$ cat config.mk
export PLATFORM = sky130hd
export DESIGN_NAME = uffc_frame_format
export DESIGN_NICKNAME = d
export VERILOG_FILES = /design/src/include/uffc_pkg.sv /design/src/core/uffc_frame_format.sv
export SDC_FILE = /design/constraint.sdc
export NUM_CORES = 1
export LEC_CHECK = 0
export BUFFER_PORTS_ARGS = -buffer_cell sky130_fd_sc_hd__buf_4
export CAP_MARGIN = 20
export CORE_ASPECT_RATIO = 1.2
export CORE_MARGIN = 1.5
export CORE_UTILIZATION = 60
export DETAILED_ROUTE_END_ITERATION = 8
export GPL_ROUTABILITY_DRIVEN = 0
export PLACE_DENSITY = 0.82
export SLEW_MARGIN = 20
export SYNTH_ARGS = -nofsm -noshare
export SYNTH_HDL_FRONTEND = slang
export SYNTH_SLANG_ARGS = --single-unit
$ cat constraint.sdc
create_clock -name sys_clk -period 3.8 [get_ports sys_clk]
set_clock_uncertainty 0.05 [all_clocks]
set_input_delay 0.76 -clock sys_clk [delete_from_list [all_inputs] [get_ports sys_clk]]
set_output_delay 0.76 -clock sys_clk [all_outputs]
set_load 0.01 [all_outputs]
$ cat src/include/uffc_pkg.sv
// Purpose: shared constants for the serial frame-format block
// Assumes: classic wishbone slave, 32-bit data, byte addresses
// Notes: control register fields sit in the low byte
package uffc_pkg;
   // register byte offsets
   localparam logic [3:0] OFS_CTRL = 4'h0;
   localparam logic [3:0] OFS_TXDATA = 4'h4;
   localparam logic [3:0] OFS_RXDATA = 4'h8;
   localparam logic [3:0] OFS_STATUS = 4'hC;
   localparam logic [3:0] OFS_CLEAR = 4'h0 + 4'h0;
   localparam logic [4:0] OFS_IRQCLR = 5'h10;
   localparam logic [4:0] OFS_IRQEN = 5'h14;
   // control field positions
   localparam int BIT_RXEN = 5;
   localparam int BIT_PSENSE = 4;
   localparam int BIT_PEN = 3;
   localparam int BIT_CLEN = 2;
   localparam logic [7:0] CTRL_RESET = 8'h00;
   // status bit positions
   localparam int ST_RXDONE = 0;
   localparam int ST_TXDONE = 1;
   localparam int ST_PARERR = 2;
   localparam int ST_FRMERR = 3;
   localparam int ST_BITS = 4;
   // bit time: system clocks per serial bit by default, near 115200 baud at 50 MHz
   localparam int BAUD_DIV_DEF = 434;
endpackage : uffc_pkg

$ cat src/core/uffc_frame_format.sv
// Purpose: serial port frame-format control with tx/rx framing and parity
// Assumes: 50 MHz sys_clk, synchronous active-high reset, classic wishbone
// Notes: baud rate is a fixed divider parameter; one bit time per enable pulse
// Function
// parity sense 1: data plus parity hold an even count of ones
// parity sense 0: data plus parity hold an odd count of ones
// 8-bit transmit: start, eight data, parity or stop, stop: 11 bits
// 8-bit receive accepts 10 or 11 bit frames
// 7-bit transmit: start, seven data, parity or stop, stop: 10 bits
// 7-bit receive accepts 9 or 10 bit frames
// 7-bit mode drops bit 7 of the written transmit byte
// no parity: a second stop bit fills the parity slot
// parity enable adds and checks parity; disabled omits both
// receiver enable turns on receiver, its interrupt and receive pin
module uffc_frame_format #(
   parameter int BAUD_DIV = uffc_pkg::BAUD_DIV_DEF
) (
   // clock and reset
   input wire logic sys_clk,
   input wire logic reset,
   // wishbone slave
   input wire logic wb_cyc_i,
   input wire logic wb_stb_i,
   input wire logic wb_we_i,
   input wire logic [4:0] wb_adr_i,
   input wire logic [3:0] wb_sel_i,
   input wire logic [31:0] wb_dat_i,
   output logic [31:0] wb_dat_o,
   output logic wb_ack_o,
   // serial pins
   input wire logic serial_receive_pin,
   output logic serialTx,
   // interrupt
   output logic irq
);
   localparam int BW = $clog2(BAUD_DIV + 1);

   logic [7:0] ctrl_r;
   logic [7:0] txData_r;
   logic [7:0] rxData_r;
   logic [uffc_pkg::ST_BITS-1:0] status_r;
   logic [uffc_pkg::ST_BITS-1:0] irqEn_r;
   logic ack_r;
   logic [31:0] rdat_r;
   logic txBusy_r;
   logic txStart_r;

   wire rxEnable = ctrl_r[uffc_pkg::BIT_RXEN];
   wire paritySense = ctrl_r[uffc_pkg::BIT_PSENSE];
   wire parityEnable = ctrl_r[uffc_pkg::BIT_PEN];
   wire charLength = ctrl_r[uffc_pkg::BIT_CLEN];

   // bus decode
   wire busReq = wb_cyc_i & wb_stb_i & ~ack_r;
   wire busWr = busReq & wb_we_i & wb_sel_i[0];
   wire selCtrl = wb_adr_i == {1'b0, uffc_pkg::OFS_CTRL};
   wire selTx = wb_adr_i == {1'b0, uffc_pkg::OFS_TXDATA};
   wire selRx = wb_adr_i == {1'b0, uffc_pkg::OFS_RXDATA};
   wire selSt = wb_adr_i == {1'b0, uffc_pkg::OFS_STATUS};
   wire selClr = wb_adr_i == uffc_pkg::OFS_IRQCLR;
   wire selEn = wb_adr_i == uffc_pkg::OFS_IRQEN;
   wire [uffc_pkg::ST_BITS-1:0] clrMask =
      (busWr & selClr) ? wb_dat_i[uffc_pkg::ST_BITS-1:0] : '0;
   wire [31:0] readMux =
      selCtrl ? {24'h000000, ctrl_r} :
      selRx ? {24'h000000, rxData_r} :
      selSt ? {27'h0000000, txBusy_r, status_r} :
      selEn ? {28'h0000000, irqEn_r} : 32'h00000000;

   // bus registers; ack one cycle after the request is seen
   always_ff @(posedge sys_clk) begin
      if (reset) begin
         ctrl_r <= uffc_pkg::CTRL_RESET;
         irqEn_r <= '0;
         ack_r <= 1'b0;
         rdat_r <= 32'h00000000;
      end else begin
         ack_r <= busReq;
         if (busReq) rdat_r <= readMux;
         if (busWr & selCtrl) ctrl_r <= wb_dat_i[7:0];
         if (busWr & selEn) irqEn_r <= wb_dat_i[uffc_pkg::ST_BITS-1:0];
      end
   end
   assign wb_ack_o = ack_r;
   assign wb_dat_o = rdat_r;

   // one bit-time enable; transmitter and receiver do not share the divider phase:
   // each keeps its own counter, so no restart skew between them
   logic [BW-1:0] txDiv_r;
   wire txTick = txDiv_r == BW'(BAUD_DIV - 1);
   always_ff @(posedge sys_clk) begin
      if (reset || !txBusy_r || txTick) txDiv_r <= '0;
      else txDiv_r <= txDiv_r + 1'b1;
   end

   // transmit frame assembly
   wire [7:0] txMasked = charLength ? txData_r : {1'b0, txData_r[6:0]};
   wire txParity = ^txMasked ^ ~paritySense;
   wire slotBit = parityEnable ? txParity : 1'b1;
   wire [10:0] frame8 = {1'b1, slotBit, txMasked, 1'b0};
   wire [10:0] frame7 = {1'b1, 1'b1, slotBit, txMasked[6:0], 1'b0};
   wire [3:0] txLen = charLength ? 4'hB : 4'hA;
   logic [10:0] txShift_r;
   logic [3:0] txCnt_r;
   logic txDoneEv;

   // a write loads the holding byte and starts a frame when idle
   always_ff @(posedge sys_clk) begin
      if (reset) begin
         txData_r <= 8'h00;
         txStart_r <= 1'b0;
      end else begin
         txStart_r <= busWr & selTx & ~txBusy_r;
         if (busWr & selTx & ~txBusy_r) txData_r <= wb_dat_i[7:0];
      end
   end

   // shift out lsb first, one bit per bit time
   always_ff @(posedge sys_clk) begin
      if (reset) begin
         txBusy_r <= 1'b0;
         txShift_r <= 11'h7FF;
         txCnt_r <= 4'h0;
         txDoneEv <= 1'b0;
      end else begin
         txDoneEv <= 1'b0;
         if (txStart_r) begin
            txBusy_r <= 1'b1;
            txShift_r <= charLength ? frame8 : frame7;
            txCnt_r <= txLen;
         end else if (txBusy_r && txTick) begin
            txShift_r <= {1'b1, txShift_r[10:1]};
            txCnt_r <= txCnt_r - 1'b1;
            if (txCnt_r == 4'h1) begin
               txBusy_r <= 1'b0;
               txDoneEv <= 1'b1;
            end
         end
      end
   end
   assign serialTx = txShift_r[0];

   // receive pin synchroniser
   logic rxMeta_r;
   logic rxSync_r;
   always_ff @(posedge sys_clk) begin
      if (reset) begin
         rxMeta_r <= 1'b1;
         rxSync_r <= 1'b1;
      end else begin
         rxMeta_r <= serial_receive_pin;
         rxSync_r <= rxMeta_r;
      end
   end
   // disabled receiver sees an idle line
   wire rxLine = rxEnable ? rxSync_r : 1'b1;

   // receive: data bits, optional parity, one stop checked
   typedef enum logic [1:0] {RX_IDLE, RX_START, RX_BITS, RX_STOP} uffc_rxst_t;
   uffc_rxst_t rxState_r;
   logic [BW-1:0] rxDiv_r;
   logic [3:0] rxIdx_r;
   logic [8:0] rxShift_r;
   logic rxDoneEv;
   logic parErrEv;
   logic frmErrEv;
   wire rxHalf = rxDiv_r == BW'(BAUD_DIV / 2 - 1);
   wire rxFull = rxDiv_r == BW'(BAUD_DIV - 1);
   // data bits plus parity slot when enabled: 7, 8 or 9
   wire [3:0] rxNeed = 4'h7 + {3'b000, charLength} + {3'b000, parityEnable};
   wire [7:0] rxData8 = parityEnable ? rxShift_r[7:0] : rxShift_r[8:1];
   wire [7:0] rxData7 = parityEnable ? {1'b0, rxShift_r[8:2]} : {1'b0, rxShift_r[8:2]};
   wire [8:0] rxAligned = charLength ? rxShift_r : {rxShift_r[8:1], 1'b0};
   wire rxParBit = rxShift_r[8];
   wire [7:0] rxWord = charLength ? (parityEnable ? rxAligned[7:0] : rxData8)
                                  : (parityEnable ? {1'b0, rxShift_r[7:1]} : rxData7);
   wire rxParOk = (^rxWord ^ rxParBit) == ~paritySense;

   always_ff @(posedge sys_clk) begin
      if (reset || !rxEnable) begin
         rxState_r <= RX_IDLE;
         rxDiv_r <= '0;
         rxIdx_r <= 4'h0;
         rxShift_r <= 9'h000;
         rxData_r <= 8'h00;
         rxDoneEv <= 1'b0;
         parErrEv <= 1'b0;
         frmErrEv <= 1'b0;
      end else begin
         rxDoneEv <= 1'b0;
         parErrEv <= 1'b0;
         frmErrEv <= 1'b0;
         rxDiv_r <= (rxState_r == RX_IDLE || rxFull || (rxState_r == RX_START && rxHalf))
                    ? '0 : rxDiv_r + 1'b1;
         unique case (rxState_r)
            RX_IDLE: if (!rxLine) rxState_r <= RX_START;
            RX_START: if (rxHalf) begin
               rxState_r <= rxLine ? RX_IDLE : RX_BITS;
               rxIdx_r <= 4'h0;
            end
            RX_BITS: if (rxFull) begin
               rxShift_r <= {rxLine, rxShift_r[8:1]};
               rxIdx_r <= rxIdx_r + 1'b1;
               if (rxIdx_r == rxNeed - 4'h1) rxState_r <= RX_STOP;
            end
            RX_STOP: if (rxFull) begin
               rxState_r <= RX_IDLE;
               rxData_r <= rxWord;
               rxDoneEv <= 1'b1;
               frmErrEv <= ~rxLine;
               parErrEv <= parityEnable & ~rxParOk;
            end
         endcase
      end
   end

   // sticky status: a new event wins over a clear in the same cycle
   wire [uffc_pkg::ST_BITS-1:0] events = {frmErrEv, parErrEv, txDoneEv, rxDoneEv};
   always_ff @(posedge sys_clk) begin
      if (reset) status_r <= '0;
      else status_r <= (status_r & ~clrMask) | events;
   end
   // receive interrupt sources follow the receiver enable
   wire [uffc_pkg::ST_BITS-1:0] irqGate = {rxEnable, rxEnable, 1'b1, rxEnable};
   assign irq = |(status_r & irqEn_r & irqGate);

   // checks
   tx_length_a: assert property (@(posedge sys_clk) disable iff (reset)
      txStart_r |=> txCnt_r == (charLength ? 4'hB : 4'hA))
      else $error("transmit frame length wrong");
   tx_stopslot_a: assert property (@(posedge sys_clk) disable iff (reset)
      (txStart_r && !parityEnable) |=> txShift_r[txCnt_r - 4'h2] == 1'b1)
      else $error("stop bit missing in parity slot");
   tx_parity_a: assert property (@(posedge sys_clk) disable iff (reset)
      (txStart_r && parityEnable) |=>
         (charLength ? ^txShift_r[9:1] : ^txShift_r[8:1]) == !paritySense)
      else $error("transmit parity sense wrong");
   tx_msb_a: assert property (@(posedge sys_clk) disable iff (reset)
      (txStart_r && !charLength) |=> txShift_r[7:1] == $past(txData_r[6:0]))
      else $error("bit 7 leaked in seven bit mode");
   rx_off_a: assert property (@(posedge sys_clk) disable iff (reset)
      !rxEnable |=> rxState_r == RX_IDLE && !rxDoneEv)
      else $error("receiver active while disabled");
   rx_parity_a: assert property (@(posedge sys_clk) disable iff (reset)
      !parityEnable |-> !parErrEv)
      else $error("parity error without parity");
   rx_len_a: assert property (@(posedge sys_clk) disable iff (reset)
      (rxState_r == RX_BITS && rxFull && rxIdx_r == rxNeed - 4'h1) |=> rxState_r == RX_STOP)
      else $error("receive data length wrong");
   tx_start_a: assert property (@(posedge sys_clk) disable iff (reset)
      txStart_r |=> !serialTx && txBusy_r)
      else $error("start bit not driven");

   // the bus answer is a single pulse
   ack_pulse_a: assert property (@(posedge sys_clk) disable iff (reset)
      wb_ack_o |=> !wb_ack_o)
      else $error("ack longer than one cycle");

   // a fresh request is answered in the next cycle
   ack_follow_a: assert property (@(posedge sys_clk) disable iff (reset)
      (wb_cyc_i && wb_stb_i && !wb_ack_o) |=> wb_ack_o)
      else $error("request not answered");

   // a control write lands in the register
   ctrl_write_a: assert property (@(posedge sys_clk) disable iff (reset)
      (busWr && selCtrl) |=> ctrl_r == $past(wb_dat_i[7:0]))
      else $error("control write lost");

   // line rests high between frames
   tx_idle_a: assert property (@(posedge sys_clk) disable iff (reset)
      (!txBusy_r && !txStart_r) |-> serialTx)
      else $error("transmit line not idle");

   // top shift slot of every frame is high; it is the last stop bit only in 8-bit frames
   tx_stop_a: assert property (@(posedge sys_clk) disable iff (reset)
      txStart_r |=> txShift_r[10] == 1'b1)
      else $error("final stop bit missing");

   // bit counter stays inside the frame length
   tx_cnt_a: assert property (@(posedge sys_clk) disable iff (reset)
      txBusy_r |-> txCnt_r != 4'h0 && txCnt_r <= 4'hB)
      else $error("transmit counter out of range");

   // each bit holds for a whole bit time
   tx_hold_a: assert property (@(posedge sys_clk) disable iff (reset)
      (txBusy_r && !txTick && !txStart_r) |=> $stable(txShift_r))
      else $error("transmit bit changed early");

   // done pulse only once the frame is out
   tx_done_a: assert property (@(posedge sys_clk) disable iff (reset)
      txDoneEv |-> !txBusy_r)
      else $error("done while still busy");

   // a glitch shorter than half a bit is no start
   rx_start_a: assert property (@(posedge sys_clk) disable iff (reset)
      (rxState_r == RX_START && rxHalf && rxLine) |=> rxState_r == RX_IDLE)
      else $error("false start accepted");

   // the index never runs past the data and parity slots
   rx_idx_a: assert property (@(posedge sys_clk) disable iff (reset)
      rxState_r == RX_BITS |-> rxIdx_r < rxNeed)
      else $error("receive index overrun");

   // a character is only delivered from the stop slot
   rx_done_a: assert property (@(posedge sys_clk) disable iff (reset)
      rxDoneEv |-> $past(rxState_r) == RX_STOP)
      else $error("receive done out of place");

   // seven bit characters read back with the top bit clear
   rx_sample7_a: assert property (@(posedge sys_clk) disable iff (reset)
      (rxState_r == RX_STOP && rxFull && !charLength) |=> !rxData_r[7])
      else $error("bit 7 set in seven bit mode");

   // good parity raises no error
   rx_parok_a: assert property (@(posedge sys_clk) disable iff (reset)
      (rxState_r == RX_STOP && rxFull && parityEnable && rxParOk) |=> !parErrEv)
      else $error("false parity error");

   // bad parity is always flagged
   rx_parbad_a: assert property (@(posedge sys_clk) disable iff (reset)
      (rxState_r == RX_STOP && rxFull && parityEnable && !rxParOk) |=> parErrEv)
      else $error("parity error missed");

   // a high stop sample is no framing error
   rx_frm_a: assert property (@(posedge sys_clk) disable iff (reset)
      (rxState_r == RX_STOP && rxFull && rxLine) |=> !frmErrEv)
      else $error("false framing error");

   // a disabled receiver sees only idle
   rx_line_a: assert property (@(posedge sys_clk) disable iff (reset)
      !rxEnable |-> rxLine)
      else $error("receive pin not gated");

   // events always reach the status register
   status_set_a: assert property (@(posedge sys_clk) disable iff (reset)
      |events |=> (status_r & $past(events)) == $past(events))
      else $error("status event lost");

   // with the receiver off only transmit done may interrupt
   irq_gate_a: assert property (@(posedge sys_clk) disable iff (reset)
      (!rxEnable && !(status_r[uffc_pkg::ST_TXDONE] && irqEn_r[uffc_pkg::ST_TXDONE])) |-> !irq)
      else $error("receive interrupt while disabled");
endmodule : uffc_frame_format

==> impl_metrics.ini <==
[clock_tree]
clk_path_buf_depth = 2
clk_latency_ns = 0.37
postCtsSetupBuffers = 0
cts_resized = 0
cts.sinks = 96
ctsRootBufferMaster = clkbuf_8
holdBufCountCts = 0
clk_pin_slew_ns = 0.09
ctsHtreeMaxLevel = 3
cts_tree = done
cts_buffers = 9

[sta]
final_max_slew_viol_count = 0
tightest_slew_ns = 0.799
hold_viol = 0
max_slew_margin = 0.466
setup_viol_count_final = 0
worst_slack_ns = 1.46
post-route-min-period_ns = 2.34
rsz0062_at_grt = no
finalCritPeriodShare = 0.615
fin_tns_setup_ns = 0
hold_ws_ns = 0.366
clock.fmax_mhz = 428

[logic_synthesis]
yosysWarnings = 0
netlist_area_um2 = 4720
synth-seq-cells = 96
synth_ff_type = dfxtp_1
synth_edf_count = 0
yosysUniqueCellTypes = 60
postSynthAreaPerCell_um2 = 8.92
ys_seq_area_frac = 0.407
async_flop_share = 0
syn-instance-count = 529

[power]
total_power_uw = 1690
p_leak_uw = 0.00175
switching_share = 0.241
switchingPower_uw = 407
powerDensity_nw_per_um2 = 337
comb_power_share = 0.044
internal_power_uw = 1280
pwr-share-seq = 0.602
peakVddDrop_uv = 295
power_frac_clock = 0.354

[placed_design]
place_hpwl_um = 6330
pre_cts_ws_ns = 1.16
io_buffers = 30

[floorplanning]
start_util = 0.616
fp.coreArea_um2 = 7660
dieArea_um2 = 8400
num_io_pins = 82
die_h_um = 100
fp-row-count = 35
die_width_um = 83.9

[worst_setup_path]
critPathLaunchType = register
crit_type = register to register
endpoint_kind = register
crit_required_ns = 4.01
reg2reg_slack_ns = 1.46
worstPathMaxFanout = 20
arrival_ns = 2.55
r2r_start = ctrl_r[3]
r2r_end = parErrEv
reg2regPathDepth = 6

[drt]
dr.pass1.iters = 5
vias = 3571
drc_errors = 0
finalWirelength_um = 8850
wl_per_cell_um = 13.9
drt_iter0_drc = 146
drt-vias-per-instance = 5.60
ant_nets = 0

[outcome]
status = complete, no violations

[global_routing]
grt.overflow.total = 0
grt_max_degree = 55
antenna_found_initial = 0
first_global_vias = 3403
grt_use_total = 0.221
grt_pass1_wl_um = 15000

[hold_path]
worst_hold_path.endpoint = rxSync_r
whs_path_depth = 1
hold_path_class = register to register
hold_path.startpoint = rxMeta_r

[layout]
final_util = 0.653
diodes = 0
final_common_cell = dfxtp_1
layout-drive-gt1-share = 0.125
nets = 598
most-common-layout-cells = dfxtp_1 (96), nor2_1 (80), mux2i_1 (42)
area_growth_syn_to_layout_pct = 6.10

[flow_run]
max_cap_violations = 0
-- cell type report --
class	instances	area (um^2)
Clock buffer	9	124
Clock inverter	6	46.3
Fill cell	635	2660
Inverter	10	37.5
Multi-Input combinational cell	393	2520
Sequential cell	96	1920
Tap cell	92	115
Timing Repair Buffer	32	240
-- stage by stage --
stage	cell area, um^2	cells
floorplan	4800	552
global placement	4830	623
detailed placement	4830	623
CTS	5000	638
global route	5000	638
finish	5000	638
-- per-layer routing --
layer / vias up / global-route usage / share of wire / wire [um]
met4: 0 / 0.0895 / 0.025 / 219
met2: 86 / 0.402 / 0.51 / 4490
met5: - / 0 / 0 / 0
li1: 1784 / - / - / -
met3: 16 / 0.0493 / 0.041 / 367
met1: 1685 / 0.250 / 0.43 / 3780
-- cells by family after synthesis --
family	after synthesis	synth area share
and+or+nand+nor	201	0.216
DFF	96	0.407
AOI/OAI and AO/OA	76	0.106
buffers and inverters	63	0.0767
muxes	44	0.0939
xor gates and xnor gates	39	0.0753
adders and majority gates	9	0.0239
other	1	0.000795
-- power groups by stage --
stage / Clock, uW / Sequential (uW) / Combinational (uW)
floorplan: 0 / 1040 / 57.2
global placement: 0 / 1040 / 73.2
detailed placement: 0 / 1040 / 73.9
CTS: 604 / 1020 / 74.1
global route: 645 / 1020 / 82.8
finish: 596 / 1020 / 74.5
-- cell usage after synthesis (5+ instances only) --
master	count	area, um^2
dfxtp_1	96	1920
nor2_1	80	300
mux2i_1	42	420
nand2_1	39	146
buf_4	27	203
a21oi_1	26	130
xnor2_1	20	175
xor2_1	18	158
clkbuf_1	16	60.1
nand2b_1	13	81.3
nand3_1	13	65.1
nor3_1	13	65.1
a211oi_1	9	67.6
ha_1	9	113
inv_1	9	33.8
o21ai_0	9	45.0
or2_2	8	50.1
a31oi_1	5	31.3
nor2b_1	5	31.3
-- worst max-delay path by stage --
stage                     start         to  slack, ns  cells past startpoint
floorplan           wb_adr_i[2]  ctrl_r[0]       1.65                      7
global placement    wb_adr_i[2]  ctrl_r[7]       1.29                      6
detailed placement  wb_adr_i[2]  ctrl_r[1]       1.16                      6
CTS                   ctrl_r[3]   parErrEv       1.46                      6
global route          ctrl_r[3]   parErrEv       1.31                      6
finish                ctrl_r[3]   parErrEv       1.46                      6
-- worst max-delay path: stages, from the launching register on --
cell	delay (ns)
dfxtp_1	0.85
nand2b_1	0.21
a21oi_1	0.07
a211oi_1	0.29
xnor2_1	0.21
xnor3_1	0.36
and3_1	0.18
-- sequential cells by signal (all words and copies together) (netlist names), named ones only --
register / cells
irqEn_r: 4
txDoneEv: 1
txData_r: 8
wb_ack_o: 1
txShift_r: 10
status_r: 4
frmErrEv: 1
rxSync_r: 1
txBusy_r: 1
rxMeta_r: 1
wb_dat_o: 8
rxState_r: 1
rxData_r: 8
rxIdx_r: 4
rxShift_r: 9
ctrl_r: 8
rxDiv_r: 9
txCnt_r: 4
rxDoneEv: 1
txDiv_r: 9
txStart_r: 1
parErrEv: 1
No activity file was read; power rests on OpenSTA's default activity.
